--- src/inc/amd_defines.vh ---
// Purpose: Constants for the addressing-mode decoder.
// Assumes: Opcode layout below is local to this core.
// Notes:   Column = opcode[7:4], operation = opcode[3:0].
`ifndef AMD_DEFINES_VH
`define AMD_DEFINES_VH

// Prefix bytes
`define AMD_PFX_Y        8'h90
`define AMD_PFX_IY       8'h91
`define AMD_PFX_IND      8'h92

// Opcode columns
`define AMD_COL_INH      4'h0
`define AMD_COL_IMM      4'h1
`define AMD_COL_DIR_S    4'h2
`define AMD_COL_DIR_L    4'h3
`define AMD_COL_IDX_0    4'h4
`define AMD_COL_IDX_S    4'h5
`define AMD_COL_IDX_L    4'h6
`define AMD_COL_REL      4'h7

// Decoded addressing modes
`define AMD_M_INH        4'h0
`define AMD_M_IMM        4'h1
`define AMD_M_DIR_S      4'h2
`define AMD_M_DIR_L      4'h3
`define AMD_M_IDX_0      4'h4
`define AMD_M_IDX_S      4'h5
`define AMD_M_IDX_L      4'h6
`define AMD_M_IND_S      4'h7
`define AMD_M_IND_L      4'h8
`define AMD_M_IIX_S      4'h9
`define AMD_M_IIX_L      4'hA
`define AMD_M_REL_D      4'hB
`define AMD_M_REL_I      4'hC

// Operations in memory columns; codes from RMW_FIRST up are short only
`define AMD_OP_LD        4'h0
`define AMD_OP_CP        4'h1
`define AMD_OP_BIT_COMPARE_OP 4'h2
`define AMD_OP_AND       4'h3
`define AMD_OP_XOR       4'h5
`define AMD_OP_ADC       4'h6
`define AMD_OP_SBC       4'h9
`define AMD_OP_CLR       4'hA
`define AMD_OP_INC       4'hB
`define AMD_OP_DEC       4'hC
`define AMD_OP_TEST_SIGN_ZERO_OP 4'hD
`define AMD_OP_CPL       4'hE
`define AMD_OP_SHIFT     4'hF
`define AMD_RMW_FIRST    4'hA
`define AMD_OP_RELATIVE_CALL_OP 4'hF

// Inherent operations, also bit positions of the one-hot strobe bus
`define AMD_INH_NOP      4'h0
`define AMD_INH_TRAP     4'h1
`define AMD_INH_WAIT_FOR_INTERRUPT_OP  4'h2
`define AMD_INH_HALT     4'h3
`define AMD_INH_RET      4'h4
`define AMD_INH_INTERRUPT_RETURN_OP    4'h5
`define AMD_INH_SET_IRQ_MASK_OP        4'h6
`define AMD_INH_CLEAR_IRQ_MASK_OP      4'h7
`define AMD_INH_SET_CARRY_OP           4'h8
`define AMD_INH_CLEAR_CARRY_OP         4'h9
`define AMD_INH_STACK_POINTER_RESET_OP 4'hA
`define AMD_INH_MUL      4'hB
`define AMD_INH_COUNT    12

// Interrupt mask levels
`define AMD_IMASK_SET    2'h3
`define AMD_IMASK_CLR    2'h0

// Functional groups
`define AMD_G_LOAD       4'h0
`define AMD_G_STACK      4'h1
`define AMD_G_INCDEC     4'h2
`define AMD_G_CMP        4'h3
`define AMD_G_LOGIC      4'h4
`define AMD_G_ARITH      4'h7
`define AMD_G_SHIFT      4'h8
`define AMD_G_JUMP       4'h9
`define AMD_G_COND       4'hA
`define AMD_G_INT        4'hB
`define AMD_G_FLAG       4'hC

`define AMD_LEN_MAX      3'h7
`endif

--- src/core/amd_ea_adder.v ---
// Purpose: Effective address and relative target arithmetic.
// Assumes: All inputs stable during the decoder's calculate cycle.
// Notes:   Purely combinational; sums wrap at 16 bits.
`timescale 1ns/100ps
module amd_ea_adder (
  input  wire [15:0] base,
  input  wire [7:0]  index,
  input  wire        add_index,
  input  wire [15:0] pc_next,
  input  wire [7:0]  rel_off,
  output wire [15:0] ea,
  output wire [15:0] target
);
  wire [15:0] idx_ext;
  wire [15:0] off_ext;

  // Index is unsigned, so a byte base plus index tops out at 1FE
  assign idx_ext = add_index ? {8'h00, index} : 16'h0000;
  assign ea      = base + idx_ext;
  // Offset is signed two's complement
  assign off_ext = {{8{rel_off[7]}}, rel_off};
  assign target  = pc_next + off_ext;
endmodule

--- src/core/amd_decoder.v ---
// Purpose: Addressing-mode decoder for an 8-bit core.
// Assumes: Bytes arrive in order on the fetch stream; pointer reads
//          are answered on the memory port with an acknowledge.
// Notes:   One result pulse per instruction, two cycles after the
//          last byte or pointer read.
`timescale 1ns/100ps
`include "amd_defines.vh"
module amd_decoder (
  input  wire        ref_clk,
  input  wire        rst_n,
  input  wire [7:0]  fetch_data,
  input  wire        fetch_valid,
  output wire        fetch_ready,
  input  wire [15:0] pc_base,
  input  wire [7:0]  x_index,
  input  wire [7:0]  y_index,
  output wire        mem_rd_req,
  output wire [15:0] mem_rd_addr,
  input  wire [7:0]  mem_rd_data,
  input  wire        mem_rd_ack,
  output reg         dec_valid,
  output reg         dec_illegal,
  output reg  [3:0]  dec_mode,
  output reg  [3:0]  dec_op,
  output reg         dec_use_y,
  output reg  [2:0]  dec_length,
  output reg  [3:0]  dec_group,
  output reg  [15:0] dec_ea,
  output reg  [7:0]  dec_operand,
  output reg  [15:0] dec_target,
  output reg  [11:0] dec_inh_ops,
  output reg         imask_wr,
  output reg  [1:0]  imask_level
);
  localparam [5:0] ST_OPC  = 6'h01;
  localparam [5:0] ST_OP1  = 6'h02;
  localparam [5:0] ST_OP2  = 6'h04;
  localparam [5:0] ST_PTR1 = 6'h08;
  localparam [5:0] ST_PTR2 = 6'h10;
  localparam [5:0] ST_CALC = 6'h20;

  reg  [5:0]  state;
  reg  [5:0]  next_state;
  reg         pfx_y;
  reg         pfx_iy;
  reg         pfx_ind;
  reg         pfx_dup;
  reg  [7:0]  opcode;
  reg  [3:0]  mode;
  reg         use_y;
  reg         illegal;
  reg  [1:0]  need;
  reg  [2:0]  len;
  reg  [15:0] word;
  reg  [15:0] ptr;
  reg  [3:0]  d_mode;
  reg         d_use_y;
  reg         d_bad;
  reg  [1:0]  d_need;
  reg  [3:0]  g_code;
  wire        take;
  wire        is_pfx;
  wire        ptr_long;
  wire        ptr_mode;
  wire        add_idx;
  wire [15:0] base;
  wire [15:0] ea_sum;
  wire [15:0] tgt_sum;
  wire [15:0] pc_next;
  wire [7:0]  rel_off;

  assign take   = fetch_valid & fetch_ready;
  assign is_pfx = (fetch_data == `AMD_PFX_Y) |
                  (fetch_data == `AMD_PFX_IY) |
                  (fetch_data == `AMD_PFX_IND);

  // Handshakes: bytes only in fetch states, reads only in pointer states
  assign fetch_ready = (state == ST_OPC) | (state == ST_OP1) |
                       (state == ST_OP2);
  assign mem_rd_req  = (state == ST_PTR1) | (state == ST_PTR2);
  // Pointer address is one byte, zero-extended; word pointers are
  // read high byte first from addr then low byte from addr+1
  assign mem_rd_addr = (state == ST_PTR2) ?
                       ({8'h00, word[7:0]} + 16'h0001) :
                       {8'h00, word[7:0]};

  assign ptr_long = (mode == `AMD_M_IND_L) | (mode == `AMD_M_IIX_L);
  assign ptr_mode = ptr_long | (mode == `AMD_M_IND_S) |
                    (mode == `AMD_M_IIX_S) | (mode == `AMD_M_REL_I);

  // Opcode decode with prefix substitution and short-only checks
  always @* begin
    d_use_y = pfx_y | pfx_iy;
    d_bad   = pfx_dup;
    case (fetch_data[7:4])
      `AMD_COL_INH:   d_mode = `AMD_M_INH;
      `AMD_COL_IMM:   d_mode = `AMD_M_IMM;
      `AMD_COL_DIR_S: d_mode = `AMD_M_DIR_S;
      `AMD_COL_DIR_L: d_mode = `AMD_M_DIR_L;
      `AMD_COL_IDX_0: d_mode = `AMD_M_IDX_0;
      `AMD_COL_IDX_S: d_mode = `AMD_M_IDX_S;
      `AMD_COL_IDX_L: d_mode = `AMD_M_IDX_L;
      `AMD_COL_REL:   d_mode = `AMD_M_REL_D;
      default: begin
        d_mode = `AMD_M_INH;
        d_bad  = 1'b1;
      end
    endcase
    // Y prefix refused only on the relative column; other columns accept it
    if (pfx_y && (d_mode > `AMD_M_IDX_L))
      d_bad = 1'b1;
    if (pfx_ind) begin
      if (d_mode == `AMD_M_DIR_S)
        d_mode = `AMD_M_IND_S;
      else if (d_mode == `AMD_M_DIR_L)
        d_mode = `AMD_M_IND_L;
      else if (d_mode == `AMD_M_IDX_S)
        d_mode = `AMD_M_IIX_S;
      else if (d_mode == `AMD_M_IDX_L)
        d_mode = `AMD_M_IIX_L;
      else if (d_mode == `AMD_M_REL_D)
        d_mode = `AMD_M_REL_I;
      else
        d_bad = 1'b1;
    end
    if (pfx_iy) begin
      if (d_mode == `AMD_M_IDX_S)
        d_mode = `AMD_M_IIX_S;
      else if (d_mode == `AMD_M_IDX_L)
        d_mode = `AMD_M_IIX_L;
      else
        d_bad = 1'b1;
    end
    // Unused inherent codes are not instructions
    if ((d_mode == `AMD_M_INH) && (fetch_data[3:0] > `AMD_INH_MUL))
      d_bad = 1'b1;
    // Read-modify-write ops: no immediate and no long forms
    if ((d_mode != `AMD_M_INH) && (d_mode != `AMD_M_REL_D) &&
        (d_mode != `AMD_M_REL_I) &&
        (fetch_data[3:0] >= `AMD_RMW_FIRST) &&
        ((d_mode == `AMD_M_IMM) || (d_mode == `AMD_M_DIR_L) ||
         (d_mode == `AMD_M_IDX_L) || (d_mode == `AMD_M_IND_L) ||
         (d_mode == `AMD_M_IIX_L)))
      d_bad = 1'b1;
    // Bytes that follow the opcode in the stream
    case (d_mode)
      `AMD_M_INH, `AMD_M_IDX_0:
        d_need = 2'h0;
      `AMD_M_DIR_L, `AMD_M_IDX_L:
        d_need = 2'h2;
      default:
        d_need = 2'h1;
    endcase
  end

  // Functional group of the latched instruction
  always @* begin
    if (mode == `AMD_M_INH) begin
      case (opcode[3:0])
        `AMD_INH_NOP, `AMD_INH_RET: g_code = `AMD_G_JUMP;
        `AMD_INH_TRAP, `AMD_INH_WAIT_FOR_INTERRUPT_OP,
        `AMD_INH_HALT, `AMD_INH_INTERRUPT_RETURN_OP:
          g_code = `AMD_G_INT;
        `AMD_INH_STACK_POINTER_RESET_OP:
          g_code = `AMD_G_STACK;
        `AMD_INH_MUL:               g_code = `AMD_G_ARITH;
        default:                    g_code = `AMD_G_FLAG;
      endcase
    end else if ((mode == `AMD_M_REL_D) || (mode == `AMD_M_REL_I)) begin
      if (opcode[3:0] == `AMD_OP_RELATIVE_CALL_OP)
        g_code = `AMD_G_JUMP;
      else
        g_code = `AMD_G_COND;
    end else begin
      case (opcode[3:0])
        `AMD_OP_LD, `AMD_OP_CLR:    g_code = `AMD_G_LOAD;
        `AMD_OP_CP, `AMD_OP_BIT_COMPARE_OP,
        `AMD_OP_TEST_SIGN_ZERO_OP:  g_code = `AMD_G_CMP;
        `AMD_OP_INC, `AMD_OP_DEC:   g_code = `AMD_G_INCDEC;
        `AMD_OP_SHIFT:              g_code = `AMD_G_SHIFT;
        `AMD_OP_CPL:                g_code = `AMD_G_LOGIC;
        default: begin
          if (opcode[3:0] <= `AMD_OP_XOR)
            g_code = `AMD_G_LOGIC;
          else
            g_code = `AMD_G_ARITH;
        end
      endcase
    end
  end

  // Operand sources for the address arithmetic
  assign base = ptr_mode ? ptr : word;
  assign add_idx = (mode == `AMD_M_IDX_0) | (mode == `AMD_M_IDX_S) |
                   (mode == `AMD_M_IDX_L) | (mode == `AMD_M_IIX_S) |
                   (mode == `AMD_M_IIX_L);
  assign rel_off = (mode == `AMD_M_REL_I) ? ptr[7:0] : word[7:0];
  // Relative jumps count from the instruction that follows
  assign pc_next = pc_base + {13'h0000, len};

  amd_ea_adder i_amd_ea_adder (
    .base      (base),
    .index     (use_y ? y_index : x_index),
    .add_index (add_idx),
    .pc_next   (pc_next),
    .rel_off   (rel_off),
    .ea        (ea_sum),
    .target    (tgt_sum)
  );

  // Sequencer next state
  always @* begin
    next_state = state;
    case (state)
      ST_OPC: begin
        if (take && !is_pfx)
          next_state = (d_need == 2'h0) ? ST_CALC : ST_OP1;
      end
      ST_OP1: begin
        if (take) begin
          if (need == 2'h2)
            next_state = ST_OP2;
          else if (ptr_mode)
            next_state = ST_PTR1;
          else
            next_state = ST_CALC;
        end
      end
      ST_OP2: begin
        if (take)
          next_state = ST_CALC;
      end
      ST_PTR1: begin
        if (mem_rd_ack)
          next_state = ptr_long ? ST_PTR2 : ST_CALC;
      end
      ST_PTR2: begin
        if (mem_rd_ack)
          next_state = ST_CALC;
      end
      default: next_state = ST_OPC;
    endcase
  end

  // Byte capture, prefix memory and length count
  always @(posedge ref_clk or negedge rst_n) begin
    if (!rst_n) begin
      state   <= ST_OPC;
      pfx_y   <= 1'b0;
      pfx_iy  <= 1'b0;
      pfx_ind <= 1'b0;
      pfx_dup <= 1'b0;
      opcode  <= 8'h00;
      mode    <= `AMD_M_INH;
      use_y   <= 1'b0;
      illegal <= 1'b0;
      need    <= 2'h0;
      len     <= 3'h0;
      word    <= 16'h0000;
      ptr     <= 16'h0000;
    end else begin
      state <= next_state;
      // Every byte taken from the stream lengthens the instruction, up to a count of 7
      if (take && (len != `AMD_LEN_MAX))
        len <= len + 3'h1;
      if ((state == ST_OPC) && take) begin
        if (is_pfx) begin
          // A second prefix is not a defined combination
          pfx_dup <= pfx_y | pfx_iy | pfx_ind;
          pfx_y   <= (fetch_data == `AMD_PFX_Y);
          pfx_iy  <= (fetch_data == `AMD_PFX_IY);
          pfx_ind <= (fetch_data == `AMD_PFX_IND);
        end else begin
          opcode  <= fetch_data;
          mode    <= d_mode;
          use_y   <= d_use_y;
          illegal <= d_bad;
          need    <= d_need;
          word    <= 16'h0000;
          ptr     <= 16'h0000;
        end
      end
      // Word operands arrive high byte first
      if ((state == ST_OP1) && take) begin
        if (need == 2'h2)
          word <= {fetch_data, 8'h00};
        else
          word <= {8'h00, fetch_data};
      end
      if ((state == ST_OP2) && take)
        word[7:0] <= fetch_data;
      if ((state == ST_PTR1) && mem_rd_ack) begin
        if (ptr_long)
          ptr <= {mem_rd_data, 8'h00};
        else
          ptr <= {8'h00, mem_rd_data};
      end
      if ((state == ST_PTR2) && mem_rd_ack)
        ptr[7:0] <= mem_rd_data;
      // Prefixes and count belong to one instruction only
      if (state == ST_CALC) begin
        pfx_y   <= 1'b0;
        pfx_iy  <= 1'b0;
        pfx_ind <= 1'b0;
        pfx_dup <= 1'b0;
        len     <= 3'h0;
      end
    end
  end

  // Result registers, loaded and strobed in the calculate cycle
  always @(posedge ref_clk or negedge rst_n) begin
    if (!rst_n) begin
      dec_valid   <= 1'b0;
      dec_illegal <= 1'b0;
      dec_mode    <= `AMD_M_INH;
      dec_op      <= 4'h0;
      dec_use_y   <= 1'b0;
      dec_length  <= 3'h0;
      dec_group   <= `AMD_G_LOAD;
      dec_ea      <= 16'h0000;
      dec_operand <= 8'h00;
      dec_target  <= 16'h0000;
      dec_inh_ops <= 12'h000;
      imask_wr    <= 1'b0;
      imask_level <= `AMD_IMASK_CLR;
    end else begin
      dec_valid   <= (state == ST_CALC);
      imask_wr    <= 1'b0;
      dec_inh_ops <= 12'h000;
      if (state == ST_CALC) begin
        dec_illegal <= illegal;
        dec_mode    <= mode;
        dec_op      <= opcode[3:0];
        dec_use_y   <= use_y;
        dec_length  <= len;
        dec_group   <= g_code;
        dec_ea      <= ea_sum;
        dec_operand <= word[7:0];
        dec_target  <= tgt_sum;
        if ((mode == `AMD_M_INH) && !illegal) begin
          dec_inh_ops[opcode[3:0]] <= 1'b1;
          if (opcode[3:0] == `AMD_INH_SET_IRQ_MASK_OP) begin
            imask_wr    <= 1'b1;
            imask_level <= `AMD_IMASK_SET;
          end
          if (opcode[3:0] == `AMD_INH_CLEAR_IRQ_MASK_OP) begin
            imask_wr    <= 1'b1;
            imask_level <= `AMD_IMASK_CLR;
          end
        end
      end
    end
  end
endmodule

--- config.mk ---
export PLATFORM = sky130hd
export DESIGN_NAME = amd_decoder
export DESIGN_NICKNAME = d
export VERILOG_FILES = /design/src/core/amd_ea_adder.v /design/src/core/amd_decoder.v
export VERILOG_INCLUDE_DIRS = /design/src /design/src/inc
export SDC_FILE = /design/constraint.sdc
export NUM_CORES = 1
export LEC_CHECK = 0
export BUFFER_PORTS_ARGS = -buffer_cell sky130_fd_sc_hd__buf_2
export CORE_MARGIN = 1.5
export CORE_UTILIZATION = 51
export CTS_CLUSTER_SIZE = 20
export DETAILED_ROUTE_END_ITERATION = 7
export PLACE_DENSITY = 0.79
export RECOVER_POWER = 50
export REMOVE_ABC_BUFFERS = 1
export SYNTH_ARGS = -nofsm -noshare
export SYNTH_HDL_FRONTEND = slang
export SYNTH_SLANG_ARGS = --single-unit
--- constraint.sdc ---
create_clock -name ref_clk -period 3.9 [get_ports ref_clk]
set_input_delay 0.195 -clock ref_clk [delete_from_list [all_inputs] [get_ports ref_clk]]
set_output_delay 0.195 -clock ref_clk [all_outputs]
set_load 0.1 [all_outputs]
Word level (Yosys, flattened, before mapping)
Memories as Yosys holds them, arrays and structs flattened.
Index checks and enable logic that the tools add are counted.
{"block": "totals", "ff_bits": 130, "rom_bits": 64, "out_inout_bits": 91, "wordCells": 244, "n_memories": 1}
{"block": "op_classes", "add_sub_neg": 5, "n_lt_le_gt_ge": 6, "eq_ne": 61, "n_mux": 76, "n_bitwise": 17, "n_reduce_logical": 50}
{"name": "(no name shown)", "depth": 16, "word_bits": 4, "read_ports": 1, "rd_clocked_by_memory_dff": 0, "wr": 0, "line_no": "amd_decoder.v:159", "source": "case (opcode[3:0])"}
{"cell": "16-bit 2-to-1 mux", "n": 7}
{"cell": "4-bit by 3-bit equality test with 1-bit output (second input constant)", "n": 16}
{"cell": "4-bit equality test (second input constant)", "n": 14}
{"cell": "6-bit 2-to-1 mux", "n": 9}
{"cell": "4-bit 2-to-1 mux", "n": 11}
{"cell": "8-bit 2-to-1 mux", "n": 5}
{"cell": "16-bit adder", "n": 2}
{"cell": "1-bit 2-to-1 mux", "n": 30}
{"cell": "6-bit case mux with 5 select lines", "n": 1}
{"cell": "4-bit case mux with 7 select lines", "n": 1}
{"cell": "4-bit by 2-bit equality test with 1-bit output (second input constant)", "n": 6}
{"cell": "8-bit equality test (second input constant)", "n": 3}
{"cell": "12-bit 2-to-1 mux", "n": 2}
{"cell": "4-bit case mux with 5 select lines", "n": 1}
{"cell": "16-bit by 3-bit adder with 16-bit output", "n": 1}
{"cell": "4-bit zero test", "n": 4}
{"cell": "1-bit logical AND", "n": 15}
{"cell": "1-bit OR", "n": 15}
{"cell": "4-bit by 1-bit equality test with 1-bit output (second input constant)", "n": 3}
{"cell": "2-bit AND reduction", "n": 6}
{"cell": "2-bit nonzero test", "n": 6}
{"cell": "2-bit inequality test (second input constant)", "n": 5}
{"cell": "8-bit by 1-bit adder with 9-bit output (second input constant)", "n": 1}
{"cell": "9-bit 2-to-1 mux", "n": 1}
{"cell": "other kinds (34)", "n": 50}

Logic depth before layout (Yosys ltp)
Gate-level depths: netlist of the first run.
{"block": "logic_depth", "ltp_word": 20, "depth_mapped": 15, "mapped_depth_nobuf": 14}

Hierarchy
A second synthesis of the first run with hierarchy kept.
{"block": "unflattened", "cells_unflattened": 817, "hier_area_um2": 7589.8}
{"mod": "amd_decoder", "n_inst": 1, "cells_each": 668, "area_each_um2": 6417.4, "seq_area_each_um2": 3229.3}
{"mod": "amd_ea_adder", "n_inst": 1, "cells_each": 149, "area_each_um2": 1172.4, "seq_area_each_um2": 0.0}

Worst setup path before layout of the first run
OpenSTA, ideal clock, no wires.
{"block": "synth_path", "path_type": "reg-to-reg", "start": "register state[0]", "end": "register len[0]", "setup_time_ns": 0.132, "arrival_time_ns": 4.881, "required_ns": 3.768, "slack_ns": -1.114, "stages_incl_launch_ff": 8, "n_path_buf": 1, "cell_sequence": "dfstp_2 -> buf_4 -> xor2_1 -> o21ai_0 -> nor4_1 -> nand3b_1 -> nand3_1 -> o21ai_0"}
{"block": "synth_via", "elab_chain_len": 6, "word_cells_on_any_way": 10, "classes_between": "eq/ne: 4; mux: 1; bitwise: 3; reduce/logical: 2"}
{"item": "from (decl)", "line_no": "amd_decoder.v:42", "source": "reg [5:0] state;"}
{"item": "from (signal assigned)", "line_no": "amd_decoder.v:262", "source": "state <= next_state;"}
{"item": "6-bit by 1-bit equality test with 1-bit output or 6-bit by 2-bit equality test with 1-bit output (tied branches)", "line_no": "amd_decoder.v:78", "source": "assign fetch_ready = (state == ST_OPC) | (state == ST_OP1) |"}
{"item": "1-bit OR", "line_no": "amd_decoder.v:78"}
{"item": "1-bit OR *", "line_no": "amd_decoder.v:78"}
{"item": "via fetch_ready", "line_no": "amd_decoder.v:13", "source": "output wire fetch_ready,"}
{"item": "1-bit bitwise AND *", "line_no": "amd_decoder.v:72", "source": "assign take = fetch_valid & fetch_ready;"}
{"item": "1-bit logical AND *", "line_no": "amd_decoder.v:264", "source": "if (take && (len != `AMD_LEN_MAX))"}
{"item": "2-bit nonzero test (no line) *"}
{"item": "to (signal assigned)", "line_no": "amd_decoder.v:265", "source": "len <= len + 3'h1;"}
{"item": "to (decl)", "line_no": "amd_decoder.v:53", "source": "reg [2:0] len;"}
Mark *: on every way through the listed nets, which the timed path passes. The rest lies on a longest branch.
A chain may end at the register's enable or synchronous reset.

Final worst setup path of the first run
{"block": "layout_path", "start": "register mode[0]", "end": "register dec_ea[12]"}
{"block": "layout_via", "elab_chain_len": 7, "word_cells_on_any_way": 19, "classes_between": "add/sub: 1; eq/ne: 8; mux: 2; bitwise: 8"}
{"item": "from (decl)", "line_no": "amd_decoder.v:49", "source": "reg [3:0] mode;"}
{"item": "from (signal assigned)", "line_no": "amd_decoder.v:254", "source": "mode <= `AMD_M_INH;"}
{"item": "from (signal assigned)", "line_no": "amd_decoder.v:275", "source": "mode <= d_mode;"}
{"item": "4-bit equality test (no line) or 4-bit by 3-bit equality test with 1-bit output (tied branches)"}
{"item": "1-bit OR (on tied branches)", "line_no": "amd_decoder.v:87, amd_decoder.v:194"}
{"item": "1-bit OR (on tied branches) (3 in series)", "line_no": "amd_decoder.v:88, amd_decoder.v:194"}
{"item": "16-bit 2-to-1 mux or 8-bit 2-to-1 mux (tied branches)", "line_no": "amd_decoder.v:193, amd_ea_adder.v:18"}
{"item": "16-bit adder *", "line_no": "amd_ea_adder.v:19", "source": "assign ea = base + idx_ext;"}
{"item": "to (signal assigned)", "line_no": "amd_decoder.v:338", "source": "dec_ea <= ea_sum;"}
{"item": "to (decl)", "line_no": "amd_decoder.v:28", "source": "output reg [15:0] dec_ea,"}
Every way passes the cells marked *; elsewhere a longest branch is shown, timed or not.

==> results_dict.tcl, run 1 <==
set metrics [dict create \
    run_status "complete, but fails checks" \
    violations "design-rule violations, max-capacitance violations, max-slew violations" \
    antenna_found_initial 1 \
    synthCells 847 \
    netlist_area_um2 7687 \
    drv_slew 101 \
    grt_first_pass_wirelength_mm 32.58 \
    grt_max_degree 69 \
    final_common_cell "nand2_1" \
    path_cells "buf_4 -> maj3_2 -> o21a_1 -> nand2_1 -> nand2_1 -> ha_1 -> fa_1 -> a211oi_1 -> o21ai_0 -> nand2_1 -> nor3_1 -> a211oi_1 -> o41ai_1" \
    overflow 0 \
    grt_setup_unrepaired "no" \
    ys_ff_latch 129 \
    crit_type "reg -> reg" \
    cts_resized 0 \
    yosysTopAreaCell "dfrtp_1" \
    cts_hold_buf 1 \
    hold_slack_ns 0.03232 \
    netlist-cell-type-count 84 \
    cpPeakStageDelay_ns 0.43 \
    die_width_um 125.8 \
    powerDensity_nw_per_um2 920.7 \
    fin_tns_setup_ns 0 \
    irDropWorstVdd_uv 638.4 \
    via_per_inst 5.805 \
    hold_violations 0 \
    synth_area_leaders "dfrtp_1 (42%), nand2_1 (8.6%), ha_1 (6.0%)" \
    start_util_pct 52.49 \
    hold_path.class "in -> reg" \
    yosys.area.top_type_share_pct 41.67 \
    cts_tree "done" \
    cts_root_buf "clkbuf_16" \
    utilization_pct 61.71 \
    first_pass_iters 7 \
    fmax_mhz 286.8 \
    skew_ns 0.006468 \
    fin_nets 1070 \
    die_y_um 125.8 \
    ys_seq_area_share_pct 42.01 \
    drc 14 \
    insertion_delay_ns 0.42 \
    async_flop_share_pct 100.0 \
    cp.required_ns 4.19 \
    dpl.hpwl_mm 14.04 \
    crit_path_max_fanout 21 \
    routabilityCongestion 0.8835 \
    vias 6815 \
    slew_headroom_pct -14.17 \
    core-area_um2 14640 \
    cp_common_cell "nand2_1" \
    syn_avg_cell_area_um2 9.076 \
    crit_path_end_kind "register" \
    setup_viol 0 \
    crit_path_top_delay_cell "fa_1" \
    cts_inserted_buffers 17 \
    leakagePower_uw 0.004251 \
    cap_violations 2 \
    grt_pass1_vias 6450 \
    wirelength_mm 19.93 \
    initialDrtViolationCount 490 \
    yosysWarnings 0 \
    cts_setup_buffers 0 \
    grtUsageTotal_pct 25.96 \
    synth_edf_count 0 \
    clockBufferDepth 2 \
    ys.flop_type "dfrtp_1" \
    wl_per_cell_um 16.97 \
    finalCritPeriodShare_pct 89.40 \
    io_pins 143 \
    clkSinkCount 129 \
    ant_nets 0 \
    final_cell_mix "nand2_1 (176), dfrtp_1 (128), clkbuf_1 (74), o21ai_0 (61), buf_2 (61)" \
    clk_pin_slew_worst_paths_ns 0.06 \
    setup.worst_path.start_class "register" \
    drive_gt1_share_pct 14.66 \
    h-tree-depth 4 \
    std_cell_rows 44 \
    die_area_um2 15820 \
    period_needed_ns 3.486 \
    crit_arrival_ns 3.78 \
    worst_pin_slew_ns 1.713 \
    total_power_uw 8321 \
    syn_to_final_growth_pct 17.56 \
    port_buffers 135 \
]
metal layers:
layer,vias to the layer above,wire (µm),track usage (%)
li1,3265,-,-
met2,242,9231,41.44
met5,-,0,0
met4,0,530,10.28
met3,40,1273,5.098
met1,3268,8891,35.06
per-stage QoR:
| stage | cells | instance area, µm² | worst slack (ns) |
|---|---|---|---|
| after global routing | 1174 | 9037 | 0.1247 |
| final | 1174 | 9037 | 0.4136 |
| after CTS | 1173 | 9135 | 0.4561 |
| after floorplan | 803 | 7461 | -1.120 |
| after global placement | 1140 | 8517 | 0.5160 |
| after detailed placement | 1140 | 8517 | 0.4804 |
worst max-delay path: cells and delay by family, from the launching register on:
family,cells,cell delay [ns]
AO/OA/AOI/OAI,5,1.23
adder cells (fa/ha/maj),3,1.00
buffers and inverters,1,0.21
flip-flops,1,0.39
AND/OR/NAND/NOR,4,0.50
path summary, 6_finish.rpt:
path / from / endpoint / slack, ns / cells after the start
max: mode[0] / dec_ea[12] / 0.41 / 13
min: mem_rd_data[1] / ptr[1] / 0.03 / 2
max reg2reg: mode[0] / dec_ea[12] / 0.41 / 13
min reg2reg: dec_mode[0] / dec_mode[0] / 0.47 / 2
max in group asynchronous: rst_n / opcode[3] / 0.85 / 3
min in group asynchronous: rst_n / dec_target[11] / 0.77 / 2
sequential cells by signal (all words and copies together), names as in the netlist, 2 cells and up:
register and count:
dec_ea 16, dec_group 4, dec_op 4, dec_length 3
mode 4, state 6, word 16, dec_target 16
len 3, opcode 4, need 2, dec_mode 4
ptr 16, dec_inh_ops 12, dec_operand 8
area by class of cell:
type                    count  area (µm²)
diodes                      1       2.502
clock buffers              17       425.4
clock inverters            15       182.7
fillers                  1265        5607
inverters                  31       116.4
multi-input cells         643        4128
flip-flops and latches    129        3229
well taps                 184       230.2
repair buffers            154       723.2
kinds of logic after synthesis:
family	Yosys count	share of synthesized area (%)
adders and majority gates	43	7.471
and+or+nand+nor	331	20.20
buffers and inverters	81	4.753
xor gates and xnor gates	24	2.734
muxes	21	2.865
AOI/OAI and AO/OA	217	19.92
other	1	0.04878
DFF	129	42.01
where the power goes:
group	switching, µW	total [µW]	internal, µW
clock network	643	1660	1010
logic	3610	4580	975
registers	369	2080	1720
synth_stat cells, types with 10 or more instances:
library cell	count
xnor2_1	12
inv_1	29
o31ai_1	10
a21oi_1	24
a22o_1	34
nand3_1	18
nand2_1	176
xor2_1	12
clkbuf_1	22
a211oi_1	10
mux2i_1	13
buf_4	12
nor2_1	53
dfrtp_1	128
ha_1	37
o21a_1	14
nor3_1	18
o21ai_0	61
No activity file was read; power rests on OpenSTA's default activity.
==> inputs of run 2 (changes only) <==
==> constraint.sdc (replaced) <==
create_clock -name ref_clk -period 3.9 [get_ports ref_clk]
set_input_delay 0 -clock ref_clk [delete_from_list [all_inputs] [get_ports ref_clk]]
set_output_delay 0 -clock ref_clk [all_outputs]
set_load 0.1 [all_outputs]
==> run 2 against run 1 <==
The run still ends with design-rule violations, max-capacitance violations, max-slew violations left. Flip-flop and latch count did not move. Sequential power about the same. Setup slack got worse by 0.082 ns. Global-route usage increased by 0.52 points. Wire length grew 3.3%. Critical path type unchanged.
==> results_dict.tcl, run 2 (synthesis gave the netlist of run 1 again) <==
set metrics [dict create \
    run_status "complete, but fails checks" \
    violations "design-rule violations, max-capacitance violations, max-slew violations" \
    worst_pin_slew_ns 2.788 \
    grt_setup_unrepaired "no" \
    core-area_um2 14640 \
    routabilityCongestion 0.8833 \
    setup_viol 0 \
    irDropWorstVdd_uv 623.8 \
    r2r-end "dec_target[15]" \
    io_pins 143 \
    crit_path_max_fanout 9 \
    cap_violations 1 \
    grt_first_pass_wirelength_mm 33.18 \
    wl_per_cell_um 17.31 \
    placedCellCount 1138 \
    die_width_um 125.8 \
    fillerInstances 1256 \
    reg2reg_slack_ns 0.33 \
    ff2ff_path_depth 13 \
    worstSetupStartpoint "mode[1]" \
    cts_root_buf "clkbuf_16" \
    grtUsageTotal_pct 26.48 \
    cts_resized 0 \
    grt_max_degree 52 \
    cts_setup_buffers 0 \
    dpl.hpwl_mm 14.24 \
    syn_to_final_growth_pct 20.52 \
    wirelength_mm 20.59 \
    clk_pin_slew_worst_paths_ns 0.06 \
    powerDensity_nw_per_um2 916.8 \
    placed_area_um2 8502 \
    cpPeakStageDelay_ns 0.39 \
    h-tree-depth 4 \
    stdcell_count 1190 \
    path_cells "nor3_2 -> buf_4 -> mux2_2 -> fa_1 -> ha_1 -> inv_1 -> fa_1 -> nor2b_1 -> o31ai_2 -> a21oi_1 -> o311a_1 -> or3_1 -> a31oi_1" \
    fmax_mhz 280.2 \
    insertedDiodeCount 0 \
    clkSinkCount 129 \
    finalCritPeriodShare_pct 91.50 \
    crit_arrival_ns 3.92 \
    total_power_uw 8494 \
    cts_hold_buf 20 \
    period_needed_ns 3.568 \
    crit_path_end_kind "register" \
    hold_violations 0 \
    drive_gt1_share_pct 14.21 \
    antenna_found_initial 0 \
    insertion_delay_ns 0.43 \
    via_per_inst 5.887 \
    leakagePower_uw 0.004355 \
    start_util_pct 52.49 \
    grt_pass1_vias 6558 \
    clockBufferDepth 2 \
    cts_inserted_buffers 17 \
    skew_ns 0.01195 \
    cp.required_ns 4.25 \
    ant_nets 0 \
    slew_headroom_pct -85.85 \
    crit_path_end "dec_target[15]" \
    drc 14 \
    vias 7005 \
    timing.final.ws_setup_ns 0.3317 \
    hold_path.class "in -> reg" \
    final_cell_mix "nand2_1 (176), dfrtp_1 (128), clkbuf_1 (74), buf_2 (63), o21ai_0 (61)" \
    cts_tree "done" \
    die_area_um2 15820 \
    crit_path_top_delay_cell "dfrtp_1" \
    final_area_um2 9265 \
    die_y_um 125.8 \
    overflow 0 \
    fin_nets 1087 \
    std_cell_rows 44 \
    first_pass_iters 7 \
    final_common_cell "nand2_1" \
    reg2reg_from "mode[1]" \
    cp_common_cell "fa_1" \
    initialDrtViolationCount 588 \
    setup.worst_path.start_class "register" \
    drv_slew 52 \
    port_buffers 135 \
    crit_type "reg -> reg" \
    pre_cts_ws_ns 0.4035 \
]
run 2: power breakdown:
group,internal (µW),leakage (µW),total (µW),switching [µW]
logic,981,0.00232,4590,3610
clock network,1160,0.000322,1800,639
registers,1720,0.00171,2100,388
run 2: how the worst min path moves through the flow:
stage                           start             end  slack [ns]  cells past startpoint
after floorplan                 rst_n       dec_ea[0]       -0.30                      0
after global placement          rst_n  dec_target[11]        0.07                      1
after detailed placement        rst_n  dec_target[11]        0.07                      1
after CTS                 pc_base[15]  dec_target[15]        0.08                      5
after global routing      pc_base[15]  dec_target[15]        0.15                      5
final                     pc_base[15]  dec_target[15]        0.09                      5
run 2: routing by layer:
layer	share of wire (%)	global-route usage, %
met5	0	0
met3	6.9	6.032
met4	3.1	11.22
met2	47	42.47
met1	43	34.75
run 2: worst max-delay path, delay by kind of cell (launching register included):
kind,cells,cell delay (ns)
AO/OA/AOI/OAI,4,1.05
adder cells (fa/ha/maj),3,0.79
AND/OR/NAND/NOR,3,0.60
flip-flops,1,0.39
multiplexers,1,0.36
buffers and inverters,2,0.28
run 2: area by class of cell:
cell class	instances	area [µm²]	area share, %
Sequential cell	129	3229	34.85
Inverter	31	116.4	1.256
Tap cell	184	230.2	2.485
Clock buffer	18	439.2	4.740
Clock inverter	14	224.0	2.417
Timing Repair Buffer	171	898.4	9.696
Multi-Input combinational cell	643	4128	44.55
run 2: through the flow:
step / hold WS [ns] / setup TNS [ns] / utilization (%)
final: 0.08828 / 0 / 63.27
after global routing: 0.1479 / 0 / 63.27
after CTS: 0.07734 / 0 / 63.95
after detailed placement: 0.07083 / 0 / 58.06
after global placement: 0.06640 / 0 / 58.06
after floorplan: -0.2956 / -7.684 / -
